$ cat src/rtl/eic_defs.vh
`ifndef EIC_DEFS_VH
`define EIC_DEFS_VH
// Word offsets (byte addresses on the Wishbone bus)
`define EIC_OFF_EDGE     16'hf1c0
`define EIC_OFF_SEL      16'hf1da
`define EIC_OFF_AUX3     16'hf19e
`define EIC_OFF_SRC0     16'hf180
`define EIC_OFF_STATUS   16'hf1a0
// Interrupt control field positions
`define EIC_GROUP_LEVEL_LSB     0
`define EIC_PRIORITY_LEVEL_LSB     2
`define EIC_IE_BIT       6
`define EIC_IR_BIT       7
// Reset values
`define EIC_EDGE_RST     16'h0000
`define EIC_SEL_RST      16'h0000
`define EIC_IC_RST       8'h00
// Edge field codes
`define EIC_ES_OFF       2'h0
`define EIC_ES_RISE      2'h1
`define EIC_ES_FALL      2'h2
`define EIC_ES_ANY       2'h3
// Source select codes
`define EIC_SS_PIN       2'h0
`define EIC_SS_ALT       2'h1
`define EIC_SS_OR        2'h2
`define EIC_SS_AND       2'h3
`endif

$ cat src/rtl/eic_ctrl.v
// Overview of operation
// - Edge code 00 disables fast detection and ignores the input for power-down.
// - Group level bits 1:0 break ties within one priority; 3 wins, 0 loses.
// - Priority level bits 5:2 rank the source; Fh highest, 0h lowest.
// - Enable bit 6 gates each source into arbitration independently.
// - Request flag bit 7 shows a pending request and is software writable.
// - Auxiliary-3 control register shares the layout, resets to zero, upper byte unused.
`timescale 1ns/100ps
`default_nettype none
`include "eic_defs.vh"

module eic_ctrl
(
    // Clock and reset
    input  wire        clk_i,
    input  wire        rst_i,
    // Wishbone slave
    input  wire        cyc_i,
    input  wire        stb_i,
    input  wire        we_i,
    input  wire [15:0] adr_i,
    input  wire [1:0]  sel_i,
    input  wire [15:0] dat_i,
    output reg  [15:0] dat_o,
    output reg         ack_o,
    // Interrupt inputs
    input  wire [7:0]  pin_irq_i,
    input  wire [7:0]  alt_irq_i,
    input  wire        aux3_event_i,
    // Arbitration and power-down results
    output reg         irq_req_o,
    output reg  [3:0]  irq_src_o,
    output reg  [3:0]  irq_level_o,
    output reg         pd_enter_ok_o,
    output reg         pd_wake_o
);

    //------------------------------------------------------------
    // Registers
    //------------------------------------------------------------
    reg  [15:0] ext_irq_edge_control;
    reg  [15:0] ext_irq_source_select;
    reg  [7:0]  ic [0:8];               // 0..7 fast inputs, 8 is auxiliary-3
    reg  [7:0]  pin_s1, pin_s2, alt_s1, alt_s2;
    reg         aux_s1, aux_s2, aux_s3;
    reg  [7:0]  prev_in;
    wire [7:0]  fast_irq_input;         // Selected source per fast input
    wire [7:0]  edge_hit;
    wire [7:0]  pd_ok;
    wire [7:0]  pd_wk;
    wire        aux_edge = aux_s2 & ~aux_s3;
    integer     i;                      // Loop index of the register process
    integer     j;                      // Loop index of the arbitration process

    // Source select combine function
    function comb_src;
        input [1:0] ss;
        input       p;
        input       a;
        begin
            case (ss)
                `EIC_SS_PIN: comb_src = p;
                `EIC_SS_ALT: comb_src = a;
                `EIC_SS_OR:  comb_src = p | a;
                default:     comb_src = p & a;
            endcase
        end
    endfunction

    //------------------------------------------------------------
    // Input synchronisers and selected sources
    //------------------------------------------------------------
    always @(posedge clk_i)
    begin
        pin_s1 <= pin_irq_i;
        pin_s2 <= pin_s1;
        alt_s1 <= alt_irq_i;
        alt_s2 <= alt_s1;
        aux_s1 <= aux3_event_i;
        aux_s2 <= aux_s1;
        aux_s3 <= aux_s2;
        prev_in <= fast_irq_input;
    end

    // Per-input edge and power-down decode
    genvar g;
    generate
        for (g = 0; g < 8; g = g + 1)
        begin : g_in
            wire [1:0] es = ext_irq_edge_control[2*g+1:2*g];
            // One continuous driver per bit keeps the vector single-driven
            assign fast_irq_input[g] = comb_src(ext_irq_source_select[2*g+1:2*g],
                                                pin_s2[g], alt_s2[g]);
            // Edge select per code; code 00 never fires
            assign edge_hit[g] = ((es == `EIC_ES_RISE) & fast_irq_input[g] & ~prev_in[g])
                               | ((es == `EIC_ES_FALL) & ~fast_irq_input[g] & prev_in[g])
                               | ((es == `EIC_ES_ANY) & (fast_irq_input[g] ^ prev_in[g]));
            // Power-down entry allowed at inactive level, ignored when off
            assign pd_ok[g] = (es == `EIC_ES_OFF) | (es == `EIC_ES_ANY)
                            | ((es == `EIC_ES_RISE) & ~fast_irq_input[g])
                            | ((es == `EIC_ES_FALL) & fast_irq_input[g]);
            // Wake on active level, or on any change for code 11
            assign pd_wk[g] = ((es == `EIC_ES_RISE) & fast_irq_input[g])
                            | ((es == `EIC_ES_FALL) & ~fast_irq_input[g])
                            | ((es == `EIC_ES_ANY) & (fast_irq_input[g] ^ prev_in[g]));
        end
    endgenerate

    //------------------------------------------------------------
    // Bus decode
    //------------------------------------------------------------
    wire       req    = cyc_i & stb_i & ~ack_o;
    wire       wr     = req & we_i;
    wire [15:0] src0_base = `EIC_OFF_SRC0;
    wire       hit_ic = (adr_i[15:4] == src0_base[15:4]) & ~adr_i[0];
    wire [3:0] ic_idx = {1'b0, adr_i[3:1]};

    // Register writes and request flags; hardware set wins over clear
    always @(posedge clk_i)
    begin
        if (rst_i)
        begin
            ext_irq_edge_control  <= `EIC_EDGE_RST;
            ext_irq_source_select <= `EIC_SEL_RST;
            for (i = 0; i < 9; i = i + 1)
                ic[i] <= `EIC_IC_RST;
        end
        else
        begin
            if (wr && adr_i == `EIC_OFF_EDGE)
            begin
                if (sel_i[0]) ext_irq_edge_control[7:0]  <= dat_i[7:0];
                if (sel_i[1]) ext_irq_edge_control[15:8] <= dat_i[15:8];
            end
            if (wr && adr_i == `EIC_OFF_SEL)
            begin
                if (sel_i[0]) ext_irq_source_select[7:0]  <= dat_i[7:0];
                if (sel_i[1]) ext_irq_source_select[15:8] <= dat_i[15:8];
            end
            for (i = 0; i < 8; i = i + 1)
            begin
                if (wr && hit_ic && ic_idx == i && sel_i[0])
                    ic[i] <= dat_i[7:0];
                if (edge_hit[i])
                    ic[i][`EIC_IR_BIT] <= 1'b1;
            end
            // Upper byte of the auxiliary-3 register is not stored
            if (wr && adr_i == `EIC_OFF_AUX3 && sel_i[0])
                ic[8] <= dat_i[7:0];
            if (aux_edge)
                ic[8][`EIC_IR_BIT] <= 1'b1;
        end
    end

    // Read mux and single-cycle acknowledge
    always @(posedge clk_i)
    begin
        if (rst_i)
        begin
            ack_o <= 1'b0;
            dat_o <= 16'h0000;
        end
        else
        begin
            ack_o <= req;
            if (adr_i == `EIC_OFF_EDGE)
                dat_o <= ext_irq_edge_control;
            else if (adr_i == `EIC_OFF_SEL)
                dat_o <= ext_irq_source_select;
            else if (adr_i == `EIC_OFF_AUX3)
                dat_o <= {8'h00, ic[8]};
            else if (hit_ic)
                dat_o <= {8'h00, ic[ic_idx[2:0]]};
            else if (adr_i == `EIC_OFF_STATUS)
                dat_o <= {8'h00, fast_irq_input};
            else
                dat_o <= 16'h0000;
        end
    end

    //------------------------------------------------------------
    // Arbitration: highest {level, group} among enabled requests
    //------------------------------------------------------------
    reg  [6:0] best;
    reg  [3:0] best_src;
    reg        any;
    reg  [6:0] key;
    always @*
    begin
        best     = 7'h00;
        best_src = 4'h0;
        any      = 1'b0;
        key      = 7'h00;
        for (j = 0; j < 9; j = j + 1)
        begin
            key = {1'b1, ic[j][5:0]};
            if (ic[j][`EIC_IR_BIT] && ic[j][`EIC_IE_BIT] && key > best)
            begin
                best     = key;
                best_src = j[3:0];
                any      = 1'b1;
            end
        end
    end

    // Registered outputs
    always @(posedge clk_i)
    begin
        if (rst_i)
        begin
            irq_req_o     <= 1'b0;
            irq_src_o     <= 4'h0;
            irq_level_o   <= 4'h0;
            pd_enter_ok_o <= 1'b1;
            pd_wake_o     <= 1'b0;
        end
        else
        begin
            irq_req_o     <= any;
            irq_src_o     <= best_src;
            irq_level_o   <= best[5:2];
            pd_enter_ok_o <= &pd_ok;
            pd_wake_o     <= |pd_wk;
        end
    end

endmodule
`default_nettype wire

$ cat config.mk
export PLATFORM = sky130hd
export DESIGN_NAME = eic_ctrl
export DESIGN_NICKNAME = d
export VERILOG_FILES = /design/src/rtl/eic_ctrl.v
export VERILOG_INCLUDE_DIRS = /design/src /design/src/rtl
export SDC_FILE = /design/constraint.sdc
export NUM_CORES = 1
export LEC_CHECK = 0
export BUFFER_PORTS_ARGS = -buffer_cell sky130_fd_sc_hd__buf_4
export CORE_ASPECT_RATIO = 1.25
export CORE_UTILIZATION = 53
export DETAILED_ROUTE_END_ITERATION = 7
export PLACE_DENSITY = 0.71
export SLEW_MARGIN = 0
export SYNTH_ARGS = -nofsm -noshare
export SYNTH_HDL_FRONTEND = slang
export SYNTH_SLANG_ARGS = --single-unit
$ cat constraint.sdc
create_clock -name clk_i -period 18.5 [get_ports clk_i]
set_input_delay 3.7 -clock clk_i [delete_from_list [all_inputs] [get_ports clk_i]]
set_output_delay 3.7 -clock clk_i [all_outputs]
set_load 0.03 [all_outputs]
==> results of run 1 <==
==> final cells by class <==
type	instances	area (sq um)
Clock inverter	15	166.4
Multi-Input combinational cell	700	5125
Inverter	51	191.4
Timing Repair Buffer	88	660.6
Fill cell	1529	6962
Sequential cell	175	4214
Tap cell	228	285.3
Clock buffer	17	425.4
==> cell usage in the layout (no fill, tap or decap), types with 9 or more instances in the layout <==
master,n
sky130_fd_sc_hd__dfxtp_1,104
sky130_fd_sc_hd__nor2_1,88
sky130_fd_sc_hd__buf_4,88
sky130_fd_sc_hd__nand2_1,73
sky130_fd_sc_hd__edfxtp_1,71
sky130_fd_sc_hd__ha_1,66
sky130_fd_sc_hd__a21oi_1,64
sky130_fd_sc_hd__inv_1,51
sky130_fd_sc_hd__o21ai_0,51
sky130_fd_sc_hd__mux2i_1,43
sky130_fd_sc_hd__nand3_1,30
sky130_fd_sc_hd__nor2b_1,26
sky130_fd_sc_hd__clkbuf_16,17
sky130_fd_sc_hd__mux2_2,16
sky130_fd_sc_hd__mux4_2,16
sky130_fd_sc_hd__a22oi_1,15
sky130_fd_sc_hd__a21o_1,14
sky130_fd_sc_hd__xor2_1,13
sky130_fd_sc_hd__nor3_1,11
sky130_fd_sc_hd__and3_1,10
sky130_fd_sc_hd__a221oi_1,10
sky130_fd_sc_hd__o21ai_1,9
==> state kept, by name (all words and copies together) (netlist names), 4 cells and up <==
signal,flops
alt_s1,8
dat_o,16
irq_src_o,4
ext_irq_edge_control,16
ext_irq_source_select,16
irq_level_o,4
prev_in,8
alt_s2,8
ic,72
pin_s2,8
pin_s1,8
==> worst min-delay path by stage <==
stage                                 start           endpoint  slack [ps]  cells after the start
after floorplan           alt_s1[0]$_DFF_P_  alt_s2[0]$_DFF_P_         310                      0
after global placement    pin_s1[6]$_DFF_P_  pin_s2[6]$_DFF_P_         310                      0
after detailed placement  alt_s1[4]$_DFF_P_  alt_s2[4]$_DFF_P_         310                      0
after CTS                 pin_s1[5]$_DFF_P_  pin_s2[5]$_DFF_P_         320                      0
after global routing      pin_s1[5]$_DFF_P_  pin_s2[5]$_DFF_P_         320                      0
final                     pin_s1[5]$_DFF_P_  pin_s2[5]$_DFF_P_         320                      0
==> through the flow <==
| step | worst slack [ps] | power, mW |
|---|---|---|
| final | 2146 | 0.8873 |
| after global routing | 891.4 | 0.9208 |
| after CTS | 2354 | 0.8926 |
| after detailed placement | 2389 | 0.5401 |
| after global placement | 2798 | 0.5382 |
| after floorplan | 3905 | 0.5050 |
==> per-layer routing <==
| metal | wire length [um] | up-vias |
|---|---|---|
| met5 | 0 | - |
| met4 | 986 | 0 |
| met3 | 1346 | 63 |
| met2 | 12260 | 269 |
| met1 | 9468 | 3604 |
| li1 | - | 3689 |
==> power breakdown <==
group / switching [mW] / internal [mW]
Combinational: 0.0620 / 0.0463
Sequential: 0.0104 / 0.414
Clock: 0.162 / 0.193
Total: 0.234 / 0.653
==> kinds of logic after synthesis <==
| logic type | after synthesis |
|---|---|
| multiplexers | 75 |
| flip-flops | 175 |
| buffers and inverters | 88 |
| adder cells (fa/ha/maj) | 66 |
| AND/OR/NAND/NOR | 303 |
| AO/OA/AOI/OAI | 241 |
| XOR/XNOR | 15 |
==> flow_summary.toml, run 1 <==
[critical_path]
critical_path.endpoint = "irq_src_o[3]$_SDFF_PP0_"
critPathLaunchType = "flip-flop"
reg2reg_to = "irq_src_o[3]$_SDFF_PP0_"
critical_path_buf_inv_count = 4
rr_startpoint = "ic[0][7]$_SDFFCE_PP0P_"
critPathTopFamily = "compound AO/OA/AOI/OAI gates"
critPathMaxFanout = 15
critPathMaxStageDelay_ps = 650
critical_path_cell_count = 76
timing.critical_path.required_ps = 18780
r2r_setup_slack_ps = 2150
worst-endpoint-arrival_ps = 16640
reg2reg_depth = 76
worst_path_max_delay_cell = "sky130_fd_sc_hd__nor3_1"
worst-setup-path-type = "flip-flop to flip-flop"
timing.critical_path.to_type = "flip-flop"
crit_start = "ic[0][7]$_SDFFCE_PP0P_"

[synth]
yosysSeqAreaShare_pct = 43.39
synth.top_cell.area_share_pct = 21.95
ys_ff_latch = 175
muxShareOfSynthArea_pct = 9.996
yosys.area_share.adder_pct = 8.502
yosys.area_share.xor_xnor_pct = 1.353
synth_simple_gate_area_share_pct = 15.54
ys_top_cells_by_area = "sky130_fd_sc_hd__edfxtp_1, sky130_fd_sc_hd__dfxtp_1, sky130_fd_sc_hd__ha_1"
post_synth.cell_area_avg_sq_um = 10.09
area_of_the_mapped_netlist_sq_um = 9713
dominant_combinational_cell_family_by_area_after_synthesis = "compound AO/OA/AOI/OAI gates"
synth-edff-count = 71
synth-compound-area-share_pct = 17.21
synth.cells.most_frequent = "sky130_fd_sc_hd__dfxtp_1, sky130_fd_sc_hd__nor2_1, sky130_fd_sc_hd__nand2_1, sky130_fd_sc_hd__edfxtp_1, sky130_fd_sc_hd__ha_1"
synth-main-ff-cell = "sky130_fd_sc_hd__dfxtp_1"
synth.most_common_cell = "sky130_fd_sc_hd__dfxtp_1"
synthDominantAreaCellType = "sky130_fd_sc_hd__edfxtp_1"
yosysWarningCount = 0
syn-num-nets = 1085
synth.lib_cells_used.distinct = 87
postSynthCellCount = 963
synth_async_sr_flop_share_pct = 0

[timing]
setup-violations-final = 0
timing.max_slew.rel_slack_pct = 40.37
whs_ps = 321.6
finalCriticalPeriod_ps = 16350
finalHoldViolCount = 0
rsz0062_at_grt = "no"
totalNegativeSetupSlack_ps = 0
period_share_pct = 88.40
timing_worst_slew_pin_value_ps = 894.4
finClkSkew_ps = 13.12
maxClockFrequency_mhz = 61.15
final_max_slew_viol_count = 0

[placed_design]
dp_hpwl_um = 18380
buffer_ports.inserted = 83
gp_congestion = 0.9201
place.detailed.instances = 1242
post_dp_cell_area_sq_um = 10480

[die]
core_area_sq_um = 18030
die_h_um = 153.4
top_level_ports = 84
initial_utilization_pct = 53.87
chipWidth_um = 123.1
rows = 55
die_area_sq_um = 18880

[cells_and_area]
layout-drive-gt1-share_pct = 18.64
post_layout_nonfiller_instances = 1274
final_cell_area_sq_um = 11070
antenna_cells_inserted = 0
flow.area_growth_from_synthesis_pct = 13.95
final_util_pct = 61.39
fin_nets = 1155

[clock_network]
ctsRootBufferMaster = "sky130_fd_sc_hd__clkbuf_16"
cts_buffer_depth = 2
num_cts_buffers = 17
post_cts_buffers = 0
post_cts_resized = 0
clk_transition_reported_paths_ps = 70
htreeDepth = 4
postCtsHoldBufs = 0
tritoncts_clock_tree = "built"
clock_sink_count = 175
insertion_delay_of_the_later_clocked_pin_in_the_worst_skew_pair_ps = 430

[power]
pwr_density_cell_nw_per_um2 = 80.17
worst_ir_drop_vdd_mv = 0.06667
leakagePower_nw = 4.535

[global_routing]
met2_use_gr_pct = 46.76
globalRouteOverflowTotal = 0
grt-busiest-layer = "met2"
grt_pass1_vias = 7560
grt_antenna_before_repair = 0
grt_max_degree = 83
groute.layer.met1.usage_pct = 31.06
grt_first_pass_wirelength_um = 38250
grt.met3_usage_pct = 4.851
grtUsageTotal_pct = 26.82

[detailed_routing]
drt_drc_violations_left = 0
totalWireLength_um = 24060
route.detailed.wl_per_inst_um = 18.89
iter_0_drt_violations = 456
via_count = 7625
detail_route.vias_per_cell = 5.985
drt.antenna.violating_nets = 0
drt-pass1-iter-count = 8

[hold_path]
holdCritPathClass = "flip-flop to flip-flop"

[flow_run]
drv.max_cap_violation_count = 0

[run_status]
result_of_the_run = "finished clean"
No activity file was read; power rests on OpenSTA's default activity.
==> inputs of run 2 (changes only) <==
--- a/config.mk
+++ b/config.mk
@@ -6,11 +6,12 @@
 export SDC_FILE = /design/constraint.sdc
 export NUM_CORES = 1
 export LEC_CHECK = 0
-export BUFFER_PORTS_ARGS = -buffer_cell sky130_fd_sc_hd__buf_4
+export ABC_CLOCK_PERIOD_IN_PS = 16600
 export CORE_ASPECT_RATIO = 1.25
 export CORE_UTILIZATION = 53
 export DETAILED_ROUTE_END_ITERATION = 7
-export PLACE_DENSITY = 0.71
+export DONT_BUFFER_PORTS = 1
+export PLACE_DENSITY = 0.67
 export SLEW_MARGIN = 0
 export SYNTH_ARGS = -nofsm -noshare
 export SYNTH_HDL_FRONTEND = slang
==> constraint.sdc (replaced) <==
create_clock -name clk_i -period 16.6 [get_ports clk_i]
set_input_delay 3.32 -clock clk_i [delete_from_list [all_inputs] [get_ports clk_i]]
set_output_delay 3.32 -clock clk_i [all_outputs]
set_load 0.03 [all_outputs]
==> flow_summary.toml, run 2 (same netlist as run 1, synthesis figures left out) <==
[cells_and_area]
final_cell_area_sq_um = 10520
final_util_pct = 58.34
fin_nets = 1074
largest-register = "ic"
n_fill_cell = 1552
layout-drive-gt1-share_pct = 12.64
leading_cell_type_in_the_layout_fill_and_taps_excluded = "sky130_fd_sc_hd__dfxtp_1"
most_frequent_cells_in_the_layout = "sky130_fd_sc_hd__dfxtp_1, sky130_fd_sc_hd__nor2_1, sky130_fd_sc_hd__nand2_1, sky130_fd_sc_hd__edfxtp_1, sky130_fd_sc_hd__ha_1"
flow.area_growth_from_synthesis_pct = 8.295
antenna_cells_inserted = 0
largest_register_ffs = 72

[detailed_routing]
drt_drc_violations_left = 0
drt.antenna.violating_nets = 0
totalWireLength_um = 23730
route.detailed.wl_per_inst_um = 19.89
detail_route.vias_per_cell = 6.044
via_count = 7211
drt-pass1-iter-count = 5
iter_0_drt_violations = 384

[die]
chipWidth_um = 123.1
rows = 55
die_h_um = 153.4
top_level_ports = 84
initial_utilization_pct = 53.87
core_area_sq_um = 18030
die_area_sq_um = 18880

[clock_network]
htreeDepth = 4
insertion_delay_of_the_later_clocked_pin_in_the_worst_skew_pair_ps = 430
tritoncts_clock_tree = "built"
ctsRootBufferMaster = "sky130_fd_sc_hd__clkbuf_16"
cts_buffer_depth = 2
clk_transition_reported_paths_ps = 80
num_cts_buffers = 17
clock_sink_count = 175

[timing]
finClkSkew_ps = 15.56
timing_worst_slew_pin_value_ps = 853.4
final_max_slew_viol_count = 0
timing.max_slew.rel_slack_pct = 43.11
maxClockFrequency_mhz = 65.18
finalCriticalPeriod_ps = 15340
finalHoldViolCount = 0
period_share_pct = 92.42
setup-violations-final = 0

[run_status]
result_of_the_run = "finished clean"

[placed_design]
dp_hpwl_um = 18010
buffer_ports.inserted = 0
gp_congestion = 0.9160
post_dp_cell_area_sq_um = 9859

[critical_path]
worst-setup-path-type = "flip-flop to flip-flop"
timing.critical_path.required_ps = 16940
timing.critical_path.to_type = "flip-flop"
critPathLaunchType = "flip-flop"
critPathMaxFanout = 15
path_common_cell = "sky130_fd_sc_hd__ha_1"
worst_path_max_delay_cell = "sky130_fd_sc_hd__a2111oi_0"
worst-endpoint-arrival_ps = 15680
critPathMaxStageDelay_ps = 480

[global_routing]
grt_pass1_vias = 7129
grt_first_pass_wirelength_um = 37380
globalRouteOverflowTotal = 0
grtUsageTotal_pct = 26.16
grt_max_degree = 83
grt_antenna_before_repair = 0

[power]
report.power.total_mw = 0.9794
pwr_density_cell_nw_per_um2 = 93.11
leakagePower_nw = 4.144
worst_ir_drop_vdd_mv = 0.08478

[flow_run]
drv.max_cap_violation_count = 0

[hold_path]
holdCritPathClass = "flip-flop to flip-flop"
==> run 2: routing by layer <==
layer	part of all wire (%)	vias to the layer above	track usage (%)
met5	0	-	0
met4	2.7	0	9.352
met3	4.3	36	4.440
met2	52	200	46.28
met1	41	3447	31.47
li1	-	3528	-
==> run 2: area by class of cell <==
cell class / instances / area [sq um] / area share, %
Multi-Input combinational cell: 700 / 5161 / 49.07
Tap cell: 228 / 285.3 / 2.712
Inverter: 51 / 191.4 / 1.820
Timing Repair Buffer: 7 / 52.55 / 0.4996
Clock buffer: 17 / 425.4 / 4.044
Clock inverter: 15 / 188.9 / 1.796
Sequential cell: 175 / 4214 / 40.06
==> run 2: what timing repair did <==
item | CTS | global route
hold buffers | 0 | 0
gates resized for setup | 0 | 11
setup buffers | 0 | 2
endpoints found under the setup margin | 0 | 8
==> run 2: power breakdown <==
| part | switching (mW) | internal [mW] |
|---|---|---|
| logic | 0.0549 | 0.0420 |
| registers | 0.0159 | 0.461 |
| clock network | 0.187 | 0.218 |
| total | 0.258 | 0.721 |
==> run 2: through the flow <==
stage                     hold slack, ps  cells  TNS, ps  worst slack, ps
after floorplan                    309.6    963        0             2005
after CTS                          330.0   1191        0            591.0
after global routing               331.8   1193   -82.62           -43.51
after global placement             309.9   1159        0            893.5
after detailed placement           312.1   1159        0            630.5
final                              329.1   1193        0             1258
==> run 2: path summary, 6_finish.rpt <==
check                           slack [ps]  depth (start not counted)                from                   endpoint
worst max-delay path                  1260                         70  ic[0][6]$_DFFE_PP_  irq_level_o[3]$_SDFF_PP0_
worst min-delay path                   330                          0   alt_s1[6]$_DFF_P_          alt_s2[6]$_DFF_P_
worst max register to register        1260                         70  ic[0][6]$_DFFE_PP_  irq_level_o[3]$_SDFF_PP0_
worst min register to register         330                          0   alt_s1[6]$_DFF_P_          alt_s2[6]$_DFF_P_
==> run 2: critical path, delay by kind of cell (launching register included) <==
| kind | cells | cell delay [ps] |
|---|---|---|
| DFF | 1 | 390 |
| AOI/OAI and AO/OA | 29 | 6310 |
| muxes | 4 | 1170 |
| buffers and inverters | 3 | 250 |
| and+or+nand+nor | 26 | 4870 |
| adders and majority gates | 8 | 2230 |
